==> src/tmr_pkg.sv <==
// constants shared by the 16-bit timer capture/compare block
package tmr_pkg;
   // -------------------------------------------------------------
   // register byte offsets
   // -------------------------------------------------------------
   localparam logic [7:0] OFS_MODE_CTRL = 8'h00;
   localparam logic [7:0] OFS_CC_CTRL = 8'h04;
   localparam logic [7:0] OFS_OUT_CTRL = 8'h08;
   localparam logic [7:0] OFS_PRESCALER = 8'h0c;
   localparam logic [7:0] OFS_CC_A = 8'h10;
   localparam logic [7:0] OFS_CC_B = 8'h14;
   localparam logic [7:0] OFS_COUNT = 8'h18;
   localparam logic [7:0] OFS_STATUS = 8'h1c;
   // -------------------------------------------------------------
   // field positions and reset values
   // -------------------------------------------------------------
   localparam int MODE_LO = 2;
   localparam int CC_A_CAPTURE = 0;
   localparam int CC_REV_PHASE = 1;
   localparam int CC_B_CAPTURE = 2;
   localparam int OC_ENABLE = 0;
   localparam int OC_INV_A = 1;
   localparam int OC_INV_B = 2;
   localparam int OC_ONESHOT = 3;
   localparam int OC_TRIGGER = 4;
   localparam int PR_ES_A_LO = 4;
   localparam int PR_ES_B_LO = 6;
   localparam int ST_OVF = 0;
   localparam logic [7:0] RST_CTRL = 8'h00;
   localparam logic [15:0] RST_CC = 16'h0000;
   localparam logic [15:0] COUNT_MAX = 16'hffff;
   localparam logic [15:0] COUNT_ZERO = 16'h0000;
   localparam logic [15:0] COUNT_ONE = 16'h0001;
   localparam logic [3:0] DIV4_LAST = 4'h3;
   localparam logic [3:0] DIV16_LAST = 4'hf;
   localparam logic [3:0] DIV_ZERO = 4'h0;
   // -------------------------------------------------------------
   // enumerations
   // -------------------------------------------------------------
   typedef enum logic [1:0] {
      TMR_STOP = 2'b00,
      TMR_CLR_EDGE = 2'b01,
      TMR_FREE = 2'b10,
      TMR_CLR_MATCH = 2'b11
   } tmr_mode_t;
   typedef enum logic [1:0] {
      TMR_ES_FALL = 2'b00,
      TMR_ES_RISE = 2'b01,
      TMR_ES_NONE = 2'b10,
      TMR_ES_BOTH = 2'b11
   } tmr_edge_t;
   typedef enum logic [1:0] {
      TMR_CK_DIV1 = 2'b00,
      TMR_CK_DIV4 = 2'b01,
      TMR_CK_DIV16 = 2'b10,
      TMR_CK_TRIG_A = 2'b11
   } tmr_clk_t;
endpackage

==> src/tmr_tick_if.sv <==
// count clock phase strobes between prescaler and timer core
`timescale 1ns/1ps
`default_nettype none
interface tmr_tick_if;
   logic [1:0] sel;
   logic cnt_rise;
   logic cnt_fall;
   modport src (input sel, output cnt_rise, output cnt_fall);
   modport dst (output sel, input cnt_rise, input cnt_fall);
endinterface
`default_nettype wire

==> src/tmr_capture_compare.sv <==
// 16-bit timer with two capture/compare channels behind apb
`timescale 1ns/1ps
`default_nettype none
module tmr_capture_compare (
   input wire logic pclk,
   input wire logic presetn,
   input wire logic psel,
   input wire logic penable,
   input wire logic pwrite,
   input wire logic [7:0] paddr,
   input wire logic [31:0] pwdata,
   output logic [31:0] prdata,
   output logic pready,
   output logic pslverr,
   input wire logic trigger_input_a,
   input wire logic trigger_input_b,
   output logic timer_output_pin,
   output logic irq_channel_a,
   output logic irq_channel_b
);
   typedef struct packed {
      logic [7:0] mode_ctrl;
      logic [7:0] capture_compare_ctrl_reg;
      logic [3:0] output_control_reg;
      logic [7:0] prescaler_mode_reg;
      logic [15:0] capture_compare_a;
      logic [15:0] capture_compare_b;
      logic [15:0] count_register;
      logic overflow_flag;
      logic ovf_window;
      logic ever_ran;
      logic pcap_a;
      logic pcap_a_irq;
      logic pcap_b;
      logic ipend_a;
      logic ipend_b;
      logic os_armed;
      logic pin;
      logic irq_a;
      logic irq_b;
      logic [31:0] rdata;
      logic ready;
      logic slverr;
   } tmr_core_st_t;
   tmr_core_st_t st_ff, nxt_st;

   tmr_tick_if tick ();
   logic [1:0] edge_rise;
   logic [1:0] edge_fall;
   logic [1:0] pins;
   logic [1:0] samples;
   tmr_pkg::tmr_mode_t mode;
   logic run, va, vb, rev_a, cp, match_a, match_b, ovf, wr, setup;
   logic cap_a_en, cap_b_en, rev_sel, os_ok, os_trig, sw_trig, clr_ovf;
   logic cnt_clk_is_a;

   // ---------------------------------------------------------------
   // count clock and input filters
   // ---------------------------------------------------------------
   assign cnt_clk_is_a = (st_ff.prescaler_mode_reg[1:0] ==
      tmr_pkg::TMR_CK_TRIG_A);
   assign tick.sel = st_ff.prescaler_mode_reg[1:0];
   assign pins = {trigger_input_b, trigger_input_a};
   // input a as count clock is filtered at pclk rate
   assign samples = {tick.cnt_rise, cnt_clk_is_a | tick.cnt_rise};

   tmr_prescaler u_pre (
      .pclk(pclk),
      .presetn(presetn),
      .tick(tick)
   );

   genvar gi;
   generate
      for (gi = 0; gi < 2; gi++) begin : g_flt
         tmr_edge_filter u_flt (
            .pclk(pclk),
            .presetn(presetn),
            .sample(samples[gi]),
            .track(run | st_ff.ever_ran),
            .report(run),
            .din(pins[gi]),
            .rise(edge_rise[gi]),
            .fall(edge_fall[gi])
         );
      end
   endgenerate

   function automatic logic valid_edge(input logic [1:0] es,
      input logic r, input logic f);
      case (tmr_pkg::tmr_edge_t'(es))
         tmr_pkg::TMR_ES_FALL: valid_edge = f;
         tmr_pkg::TMR_ES_RISE: valid_edge = r;
         tmr_pkg::TMR_ES_BOTH: valid_edge = r | f;
         default: valid_edge = 1'b0;
      endcase
   endfunction

   // ---------------------------------------------------------------
   // decode
   // ---------------------------------------------------------------
   assign mode = tmr_pkg::tmr_mode_t'(
      st_ff.mode_ctrl[tmr_pkg::MODE_LO +: 2]);
   assign run = (mode != tmr_pkg::TMR_STOP);
   assign va = valid_edge(
      st_ff.prescaler_mode_reg[tmr_pkg::PR_ES_A_LO +: 2],
      edge_rise[0], edge_fall[0]);
   assign vb = valid_edge(
      st_ff.prescaler_mode_reg[tmr_pkg::PR_ES_B_LO +: 2],
      edge_rise[1], edge_fall[1]);
   assign rev_a = valid_edge(
      st_ff.prescaler_mode_reg[tmr_pkg::PR_ES_A_LO +: 2],
      edge_fall[0], edge_rise[0]);
   assign cap_a_en = st_ff.capture_compare_ctrl_reg[tmr_pkg::CC_A_CAPTURE];
   assign cap_b_en = st_ff.capture_compare_ctrl_reg[tmr_pkg::CC_B_CAPTURE];
   assign rev_sel = st_ff.capture_compare_ctrl_reg[tmr_pkg::CC_REV_PHASE];
   assign cp = run && (cnt_clk_is_a ? va : tick.cnt_rise);
   assign match_a = cp && !cap_a_en &&
      (st_ff.count_register == st_ff.capture_compare_a);
   assign match_b = cp && !cap_b_en &&
      (st_ff.count_register == st_ff.capture_compare_b);
   // true wrap and an ffff match-clear both leave ffff for zero
   assign ovf = cp && (st_ff.count_register == tmr_pkg::COUNT_MAX);
   assign setup = psel && !penable;
   assign wr = psel && penable && pwrite && st_ff.ready;
   assign sw_trig = wr && (paddr == tmr_pkg::OFS_OUT_CTRL) &&
      pwdata[tmr_pkg::OC_TRIGGER];
   assign os_ok = (mode == tmr_pkg::TMR_FREE) ||
      (mode == tmr_pkg::TMR_CLR_EDGE);
   assign os_trig = os_ok &&
      st_ff.output_control_reg[tmr_pkg::OC_ONESHOT] &&
      (sw_trig || ((mode == tmr_pkg::TMR_CLR_EDGE) && va));
   assign clr_ovf = wr && (paddr == tmr_pkg::OFS_STATUS) &&
      pwdata[tmr_pkg::ST_OVF];

   // ---------------------------------------------------------------
   // next state
   // ---------------------------------------------------------------
   always_comb begin
      nxt_st = st_ff;
      nxt_st.irq_a = 1'b0;
      nxt_st.irq_b = 1'b0;
      nxt_st.ready = setup;
      nxt_st.slverr = 1'b0;
      // register writes, at the access edge only
      if (wr) begin
         case (paddr)
            tmr_pkg::OFS_MODE_CTRL: nxt_st.mode_ctrl = pwdata[7:0];
            tmr_pkg::OFS_CC_CTRL:
               nxt_st.capture_compare_ctrl_reg = pwdata[7:0];
            tmr_pkg::OFS_OUT_CTRL: nxt_st.output_control_reg = pwdata[3:0];
            tmr_pkg::OFS_PRESCALER: nxt_st.prescaler_mode_reg = pwdata[7:0];
            tmr_pkg::OFS_CC_A: nxt_st.capture_compare_a = pwdata[15:0];
            tmr_pkg::OFS_CC_B: nxt_st.capture_compare_b = pwdata[15:0];
            default: ;
         endcase
      end
      // clear refused while the counter still sits at zero
      if (clr_ovf && !st_ff.ovf_window) begin
         nxt_st.overflow_flag = 1'b0;
      end
      if (!run) begin
         // compare contents left as they are, not guaranteed
         nxt_st.count_register = tmr_pkg::COUNT_ZERO;
         nxt_st.ovf_window = 1'b0;
         nxt_st.pcap_a = 1'b0;
         nxt_st.pcap_a_irq = 1'b0;
         nxt_st.pcap_b = 1'b0;
         nxt_st.ipend_a = 1'b0;
         nxt_st.ipend_b = 1'b0;
         nxt_st.os_armed = 1'b0;
      end else begin
         nxt_st.ever_ran = 1'b1;
         if (cp) begin
            if (mode == tmr_pkg::TMR_CLR_MATCH && match_a) begin
               nxt_st.count_register = tmr_pkg::COUNT_ZERO;
            end else begin
               nxt_st.count_register = st_ff.count_register + 16'h0001;
            end
            if (st_ff.count_register == tmr_pkg::COUNT_ZERO) begin
               nxt_st.ovf_window = 1'b0;
            end
         end
         if (mode == tmr_pkg::TMR_CLR_EDGE && va) begin
            nxt_st.count_register = tmr_pkg::COUNT_ZERO;
         end
         // interrupts queued by a capture go out on a rising phase
         if (tick.cnt_rise) begin
            nxt_st.irq_a = st_ff.ipend_a;
            nxt_st.irq_b = st_ff.ipend_b;
            nxt_st.ipend_a = 1'b0;
            nxt_st.ipend_b = 1'b0;
         end
         // captures latch on a falling phase, even mid read
         if (tick.cnt_fall) begin
            if (st_ff.pcap_a) begin
               nxt_st.capture_compare_a = st_ff.count_register;
               nxt_st.ipend_a = nxt_st.ipend_a | st_ff.pcap_a_irq;
               nxt_st.pcap_a = 1'b0;
            end
            if (st_ff.pcap_b) begin
               nxt_st.capture_compare_b = st_ff.count_register;
               nxt_st.ipend_b = 1'b1;
               nxt_st.pcap_b = 1'b0;
            end
         end
         if (cap_a_en && rev_sel) begin
            // reverse phase capture stays silent; b acts as an
            // external interrupt for channel a
            if (rev_a) begin
               nxt_st.pcap_a = 1'b1;
               nxt_st.pcap_a_irq = 1'b0;
            end
            if (vb) begin
               nxt_st.ipend_a = 1'b1;
            end
         end else if (cap_a_en && vb) begin
            nxt_st.pcap_a = 1'b1;
            nxt_st.pcap_a_irq = 1'b1;
         end
         if (cap_b_en && va) begin
            nxt_st.pcap_b = 1'b1;
         end
         nxt_st.irq_a = nxt_st.irq_a | match_a;
         nxt_st.irq_b = nxt_st.irq_b | match_b;
         // output pin: toggle on matches or one-shot pulse
         if (st_ff.output_control_reg[tmr_pkg::OC_ONESHOT]) begin
            if (os_trig) begin
               nxt_st.os_armed = 1'b1;
            end
            if (st_ff.os_armed && match_b) begin
               nxt_st.pin = 1'b1;
            end
            if (st_ff.os_armed && match_a) begin
               nxt_st.pin = 1'b0;
               nxt_st.os_armed = os_trig;
            end
            if (!os_ok) begin
               nxt_st.os_armed = 1'b0;
               nxt_st.pin = 1'b0;
            end
         end else begin
            nxt_st.os_armed = 1'b0;
            if ((match_a && st_ff.output_control_reg[tmr_pkg::OC_INV_A])
               ^ (match_b && st_ff.output_control_reg[tmr_pkg::OC_INV_B]))
               begin
               nxt_st.pin = !st_ff.pin;
            end
         end
      end
      if (!st_ff.output_control_reg[tmr_pkg::OC_ENABLE]) begin
         nxt_st.pin = 1'b0;
      end
      // set wins over a software clear in the same cycle
      if (ovf) begin
         nxt_st.overflow_flag = 1'b1;
         nxt_st.ovf_window = 1'b1;
      end
      // read data is taken in the setup cycle, pready follows
      if (setup) begin
         nxt_st.rdata = 32'h0000_0000;
         case (paddr)
            tmr_pkg::OFS_MODE_CTRL: nxt_st.rdata[7:0] = st_ff.mode_ctrl;
            tmr_pkg::OFS_CC_CTRL:
               nxt_st.rdata[7:0] = st_ff.capture_compare_ctrl_reg;
            tmr_pkg::OFS_OUT_CTRL:
               nxt_st.rdata[3:0] = st_ff.output_control_reg;
            tmr_pkg::OFS_PRESCALER:
               nxt_st.rdata[7:0] = st_ff.prescaler_mode_reg;
            tmr_pkg::OFS_CC_A: nxt_st.rdata[15:0] = st_ff.capture_compare_a;
            tmr_pkg::OFS_CC_B: nxt_st.rdata[15:0] = st_ff.capture_compare_b;
            tmr_pkg::OFS_COUNT: nxt_st.rdata[15:0] = st_ff.count_register;
            tmr_pkg::OFS_STATUS: nxt_st.rdata[0] = st_ff.overflow_flag;
            default: nxt_st.slverr = 1'b1;
         endcase
      end else if (!(psel && penable && !st_ff.ready)) begin
         nxt_st.slverr = 1'b0;
      end
   end

   always_ff @(posedge pclk or negedge presetn) begin
      if (!presetn) begin
         st_ff <= '0;
      end else begin
         st_ff <= nxt_st;
      end
   end

   assign prdata = st_ff.rdata;
   assign pready = st_ff.ready;
   assign pslverr = st_ff.slverr;
   assign timer_output_pin = st_ff.pin;
   assign irq_channel_a = st_ff.irq_a;
   assign irq_channel_b = st_ff.irq_b;
endmodule // tmr_capture_compare
`default_nettype wire

==> src/tmr_prescaler.sv <==
// free-running prescaler giving rising and falling count clock phases
`timescale 1ns/1ps
`default_nettype none
module tmr_prescaler (
   input wire logic pclk,
   input wire logic presetn,
   tmr_tick_if.src tick
);
   typedef struct packed {
      logic [3:0] div;
      logic rise;
      logic fall;
   } tmr_pre_st_t;
   tmr_pre_st_t st_ff, nxt_st;
   logic [3:0] last;

   // ---------------------------------------------------------------
   // divider
   // ---------------------------------------------------------------
   // never restarted by a timer start, so the first count pulse
   // lands anywhere within one count period
   always_comb begin
      nxt_st = st_ff;
      case (tmr_pkg::tmr_clk_t'(tick.sel))
         tmr_pkg::TMR_CK_DIV4: last = tmr_pkg::DIV4_LAST;
         tmr_pkg::TMR_CK_DIV16: last = tmr_pkg::DIV16_LAST;
         default: last = tmr_pkg::DIV_ZERO;
      endcase
      if (st_ff.div >= last) begin
         nxt_st.div = tmr_pkg::DIV_ZERO;
      end else begin
         nxt_st.div = st_ff.div + 4'h1;
      end
      nxt_st.rise = (nxt_st.div == tmr_pkg::DIV_ZERO);
      nxt_st.fall = (nxt_st.div == (last >> 1)) || (last == 4'h0);
   end

   always_ff @(posedge pclk or negedge presetn) begin
      if (!presetn) begin
         st_ff <= '0;
      end else begin
         st_ff <= nxt_st;
      end
   end

   assign tick.cnt_rise = st_ff.rise;
   assign tick.cnt_fall = st_ff.fall;
endmodule // tmr_prescaler
`default_nettype wire

==> src/tmr_edge_filter.sv <==
// two-sample noise filter and edge detector for one trigger input
`timescale 1ns/1ps
`default_nettype none
module tmr_edge_filter (
   input wire logic pclk,
   input wire logic presetn,
   input wire logic sample,
   input wire logic track,
   input wire logic report,
   input wire logic din,
   output logic rise,
   output logic fall
);
   typedef struct packed {
      logic s1;
      logic s2;
      logic stable;
      logic rise;
      logic fall;
   } tmr_flt_st_t;
   tmr_flt_st_t st_ff, nxt_st;
   logic change;

   // ---------------------------------------------------------------
   // filter
   // ---------------------------------------------------------------
   // stable starts low, so a pin already high at the first enable
   // reads as a rising edge; later stops keep tracking the level
   // quietly so a restart sees no false edge
   always_comb begin
      nxt_st = st_ff;
      nxt_st.rise = 1'b0;
      nxt_st.fall = 1'b0;
      change = (st_ff.s1 == st_ff.s2) && (st_ff.s1 != st_ff.stable);
      if (sample) begin
         nxt_st.s1 = din;
         nxt_st.s2 = st_ff.s1;
      end
      if (track && change) begin
         nxt_st.stable = st_ff.s1;
         nxt_st.rise = report && st_ff.s1;
         nxt_st.fall = report && !st_ff.s1;
      end
   end

   always_ff @(posedge pclk or negedge presetn) begin
      if (!presetn) begin
         st_ff <= '0;
      end else begin
         st_ff <= nxt_st;
      end
   end

   assign rise = st_ff.rise;
   assign fall = st_ff.fall;
endmodule // tmr_edge_filter
`default_nettype wire

==> config.mk <==
export PLATFORM = sky130hd
export DESIGN_NAME = tmr_capture_compare
export DESIGN_NICKNAME = d
export VERILOG_FILES = /design/src/tmr_pkg.sv /design/src/tmr_tick_if.sv /design/src/tmr_capture_compare.sv /design/src/tmr_prescaler.sv /design/src/tmr_edge_filter.sv
export SDC_FILE = /design/constraint.sdc
export NUM_CORES = 1
export LEC_CHECK = 0
export ABC_AREA = 0
export BUFFER_PORTS_ARGS = -buffer_cell sky130_fd_sc_hd__buf_2
export CAP_MARGIN = 20
export CELL_PAD_IN_SITES_DETAIL_PLACEMENT = 1
export CELL_PAD_IN_SITES_GLOBAL_PLACEMENT = 1
export CORE_MARGIN = 2
export CORE_UTILIZATION = 48
export DETAILED_ROUTE_END_ITERATION = 10
export PLACE_DENSITY = 0.95
export SETUP_SLACK_MARGIN = 0.5
export SLEW_MARGIN = 20
export SYNTH_ARGS = -nofsm -noshare
export SYNTH_HDL_FRONTEND = slang
export SYNTH_SLANG_ARGS = --single-unit
==> constraint.sdc <==
create_clock -name pclk -period 3 [get_ports pclk]
set_input_delay 0.45 -clock pclk [delete_from_list [all_inputs] [get_ports pclk]]
set_output_delay 0.45 -clock pclk [all_outputs]
set_load 0.01 [all_outputs]
# Yosys cells after proc, flatten, opt, wreduce, memory -nomap -nowiden
# Cells that the tools add are included.
[classes]
eq_ne = 35
reduce_logical = 60
order_cmp = 1
muxes = 53
n_bitwise = 8
n_addsub = 2
[op_table]
columns = ["op", "n"]
rows = [
  ["$mux 16", 8],
  ["$mux 32", 3],
  ["$logic_and 1x1->1", 34],
  ["$eq 16x16->1", 2],
  ["$eq 8x5->1 const B", 4],
  ["$mux 2", 13],
  ["$pmux 4 s6", 1],
  ["$pmux 8 s3", 1],
  ["$pmux 3 s7", 1],
  ["$ne 3x3->1 const B", 6],
  ["$mux 1", 17],
  ["$add 16x1->16 const B", 1],
  ["$eq 16x16->1 const B", 1],
  ["$eq 8x4->1 const B", 2],
  ["$logic_not 16->1", 1],
  ["$eq 2x2->1 const B", 6],
  ["$reduce_and 2->1", 6],
  ["$pmux 1 s3", 3],
  ["$eq 2x1->1 const B", 4],
  ["$eq 8x3->1 const B", 1],
  ["$logic_not 4->1", 2],
  ["$logic_not 8->1", 1],
  ["$pmux 1 s8", 1],
  ["$pmux 4 s2", 1],
  ["other kinds (20)", 39],
]
[word_totals]
word_cells = 194
register_bits = 122
in_bits = 47
output_inout_bits = 37

# Depth between registers and ports, before layout
[logic_depth]
word_depth = 13
ltp_mapped = 10
ltp_nobuf = 10

# Hierarchy
# From an unflattened synthesis, not the netlist that was laid out.
[hier_totals]
hier_cells = 671
area_unflattened_um2 = 6762.7
[modules_own_cells]
columns = ["mod", "instances", "cells_each", "seq_area_each_um2", "area_per_inst_um2"]
rows = [
  ["tmr_capture_compare", 1, 605, 2652.5, 5978.2],
  ["tmr_edge_filter", 2, 14, 125.1, 197.7],
  ["tmr_prescaler", 1, 38, 150.1, 389.1],
]

# Least setup slack after synthesis
# Ideal clock, no wire load.
[synth_path]
kind = "input port to flip-flop"
from = "input paddr[5]"
to = "register st_ff[68] (netlist name)"
cell_stages = 8
n_path_buf = 2
t_required_ns = 2.863
setup_time_ns = 0.137
t_arrival_ns = 1.952
slack_ns = 0.910
path_cell_list = "nor4_4 nand3b_4 nor3b_4 and2b_1 buf_6 buf_12 mux2i_1 a21oi_1"
[synth_lines]
columns = ["item", "line", "source"]
rows = [
  ["from (decl)", "tmr_capture_compare.sv:10", "input wire logic [7:0] paddr,"],
  ["to (signal assigned)", "tmr_capture_compare.sv:285", "st_ff <= nxt_st;"],
  ["to (decl)", "tmr_capture_compare.sv:45", "tmr_core_st_t st_ff, nxt_st;"],
]

# Final worst setup path
[layout_path]
from = "register st_ff[47] (netlist name)"
to = "register st_ff, in the netlist timer_output_pin"
[layout_between]
elab_chain_len = 8
word_cells_on_any_way = 17
classes_between = "eq/ne (4); mux (5); bitwise (1); reduce/logical (7)"
[layout_rtl]
columns = ["item", "line", "source"]
rows = [
  ["$eq 16x16->1", "tmr_capture_compare.sv:119", "(st_ff.count_register == st_ff.capture_compare_a);"],
  ["$logic_and 1x1->1", "tmr_capture_compare.sv:118", "assign match_a = cp && !cap_a_en &&"],
  ["$logic_and 1x1->1", "tmr_capture_compare.sv:234", "if (st_ff.os_armed && match_a) begin"],
  ["$mux 2", "tmr_capture_compare.sv:234", ""],
  ["$mux 2", "tmr_capture_compare.sv:238", "if (!os_ok) begin"],
  ["$mux 2", "tmr_capture_compare.sv:227", "if (st_ff.output_control_reg[tmr_pkg::OC_ONESHOT]) begin"],
  ["$mux 3", "tmr_capture_compare.sv:162", "if (!run) begin"],
  ["$mux 1", "tmr_capture_compare.sv:251", "if (!st_ff.output_control_reg[tmr_pkg::OC_ENABLE]) begin"],
]
# Parallel ways exist; a longest one is shown, timed or not. The select of a mux whose other input is x is not followed.
# A chain may end at the register's enable or synchronous reset.

==> results.toml <==
[floorplan]
die_width_um = 123.6
die-area_sq_um = 15270
die_h_um = 123.6
ioPinCount = 84
initial_core_util_pct = 49.26
num_rows = 43
core_sq_um = 13930

[power]
switchingPower_uw = 985.8
clock_power_share_pct = 54.7
vdd_ir_drop_max_v = 0.0004117
p_seq_share_pct = 41.0
pwr-share-comb_pct = 4.3
internal_power_uw = 3099
total_power_uw = 4084
swShare_pct = 24.13
power_density_nw_per_um2 = 523.9
p_leak_uw = 0.003300

[logic_synthesis]
synth_edf_count = 0
synth_top_family_by_area = "simple AND/OR/NAND/NOR gates"
ys_types = 64
synth_area_leaders = "dfrtp_1 44%, mux2i_1 5.8%, mux2_2 5.2%"
synthArstFlopShare_pct = 100.0
synth_compound_area_share_pct = 12.80
synth_fa_ha_area_share_pct = 2.187
synth-seq-cells = 122
synth-simple-area-share_pct = 14.82
seq_area_frac_synth_pct = 44.48
synth_top_area_share_pct = 44.48
synth_cells = 675
avgSynthCellArea_sq_um = 10.17
syn_area_sq_um = 6864
yosys.area.top_type = "dfrtp_1"
ys_warn_count = 0
muxShareOfSynthArea_pct = 12.07
synth_flop_cell = "dfrtp_1"
synthXorXnorAreaFrac_pct = 6.125

[cts]
cts-root-buf = "clkbuf_16"
cts_tree = "built"
cts_htree_levels = 4
clk-insertion-delay-late_ps = 440
clk_pin_slew_ps = 60
hold_buffers = 0
clock_sinks = 122
numCtsBuffers = 17
cts.path.max_buffers = 2

[sta]
fmax_mhz = 402.7
hold_violations = 0
finalCritPeriodShare_pct = 82.78
worst_slack_ps = 516.6
slew_viol_final = 0
rsz0062_at_grt = "yes"
min_period_ps = 2483
setup_viol = 0
worstMarginPinSlew_ps = 1127
max-slew-margin-rel_pct = 24.30
fin_tns_setup_ps = 0
skew_ps = 9.925

[layout]
drive_gt1_share_pct = 22.49
multi_input_area_sq_um = 3416
seq_area_sq_um = 3055
fillers = 1506
num-nets-final = 762
area.growth.synth_to_final_pct = 13.58
diodes = 0

[status]
outcome = "completed"

[route]
wl_per_cell_um = 27.79
drcViolationCount = 0
wl_um = 24900
wl_met2_um = 12170
vias = 6078
vias_per_cell = 6.783
routed.top_layer = "met4"
drtIter0Drc = 754
wl_met3_um = 2256
ant_nets = 0
firstDrtPassIters = 6
routedLengthMet1_um = 8917

[critical_path]
path_cells = "xnor2_1, nand4_1, nor3_1, nand3_1, o221a_2, o211ai_1"
regToRegSetupSlack_ps = 520
r2r-end = "timer_output_pin"
r2r-start = "st_ff[47]"
max_stage_delay_ps = 690
worstPathArrival_ps = 2840
crit_path_end_kind = "flip-flop"
path_class = "flip-flop to flip-flop"
crit_fanout = 8
cp.required_ps = 3350
slowest_stage = "nor3_1"
critPathLaunchType = "flip-flop"
r2r_cells = 6

[global_route]
antenna_found_initial = 0
grt_pass1_vias = 6526
grt_pass1_wl_um = 37490
grt.total_usage_pct = 33.49
grt_overflow = 0
grt_max_degree = 51

[placement]
gp_congestion = 0.9433
dp_slack_ps = 506.8
dpl.hpwl_um = 14760
portBuffers = 51

[hold_path]
hold_class = "input port to asynchronous set/reset pin"

[flow_run]
maxCapViolations = 0
## metal layers
layer  global-route usage (%)  up-vias
met5                        0        -
met4                    24.01        0
met2                    55.29      475
met1                    37.15     3042
li1                         -     2395
met3                    9.295      166
## per-stage QoR
| step | utilization, % | hold slack [ps] | cell area [sq um] | std cells |
|---|---|---|---|---|
| 2_1_floorplan | - | 154.4 | 6920 | 690 |
| 3_3_place_gp | 50.78 | 422.4 | 7076 | 862 |
| 3_5_place_dp | 50.78 | 433.4 | 7076 | 862 |
| 4_1_cts | 55.41 | 83.13 | 7721 | 895 |
| 5_1_grt | 55.95 | 96.17 | 7796 | 896 |
| 6_report | 55.95 | 57.87 | 7796 | 896 |
## how the worst max path moves through the flow
stage | from | end | slack, ps | depth (start not counted)
2_1_floorplan | paddr[5] | st_ff[68] | 910 | 8
3_3_place_gp | paddr[5] | st_ff[109] | 640 | 7
3_5_place_dp | mode[1] | st_ff[90] | 510 | 6
4_1_cts | st_ff[46] | st_ff[53] | 520 | 6
5_1_grt | st_ff[55] | st_ff[50] | 480 | 6
6_report | st_ff[47] | timer_output_pin | 520 | 6
## worst max-delay path: cells and delay by family, from the launching register on
kind                      cells  cell delay [ps]
AOI/OAI and AO/OA             2              390
xor gates and xnor gates      1              320
and+or+nand+nor               3             1170
DFF                           1              510
## cells in the mapped netlist (3+ instances only)
cell,count
dfrtp_1,122
nand2_1,61
nor2_1,44
mux2i_1,40
o21ai_0,39
buf_4,33
xnor2_1,33
mux2_2,32
a21oi_1,26
clkbuf_1,22
inv_1,18
a22oi_1,17
a22o_1,16
xor2_1,15
nor3_1,14
buf_2,13
nand3_1,13
ha_1,12
a21o_1,9
nand4_1,9
a31oi_1,8
nor4_1,6
nor4b_1,6
and3_1,5
nor2b_1,5
nand2b_1,4
and2_1,3
and2b_1,3
mux4_2,3
## state kept, by name (all words and copies together), names as in the netlist, 2 cells and up
| name | count |
|---|---|
| u_pre.st_ff | 4 |
| st_ff | 80 |
| g_flt.u_flt.rise | 2 |
| mode | 2 |
| g_flt.u_flt.st_ff | 6 |
| prdata | 16 |
| g_flt.u_flt.fall | 2 |
## power groups by stage
stage / registers [uW] / logic (uW) / clock network (uW)
floorplan: 1700 / 89.6 / 0
global placement: 1700 / 158 / 0
detailed placement: 1700 / 168 / 0
CTS: 1680 / 174 / 2230
global route: 1680 / 191 / 2310
finish: 1680 / 177 / 2230
## area by class of cell
cell class,instances,area share [%]
timing repair buffer,66,5.071
timing repair inverter,1,0.09629
sequential,122,39.19
tap,180,2.889
clock buffer,17,5.457
inverter,18,0.9148
clock inverter,15,2.568
multi-input combinational,477,43.81
## logic make-up after synthesis
logic type               count (synthesis)
XOR/XNOR                                48
buffers and inverters                   91
flip-flops                             122
AND/OR/NAND/NOR                        192
other                                    1
adder cells (fa/ha/maj)                 12
multiplexers                            75
AO/OA/AOI/OAI                          134
## cells in the final DEF, fill, tap and decap left out, types with 11 or more instances in the layout
cell	Yosys	layout
a22oi_1	17	17
o21ai_0	39	39
ha_1	12	11
mux2_2	32	32
inv_1	18	17
xor2_1	15	15
conb_1	1	16
buf_2	13	50
a21oi_1	26	26
clkbuf_16	0	17
mux2i_1	40	40
xnor2_1	33	32
nor2_1	44	44
dfrtp_1	122	120
nand2_1	61	61
nor3_1	14	12
buf_4	33	14
nand3_1	13	13
a22o_1	16	16
## what timing repair did
action,in CTS,in global routing
setup endpoints to repair,29,19
setup buffers,0,1
resized for setup,4,10
cloned,1,0
(Power assumes the default switching activity.)
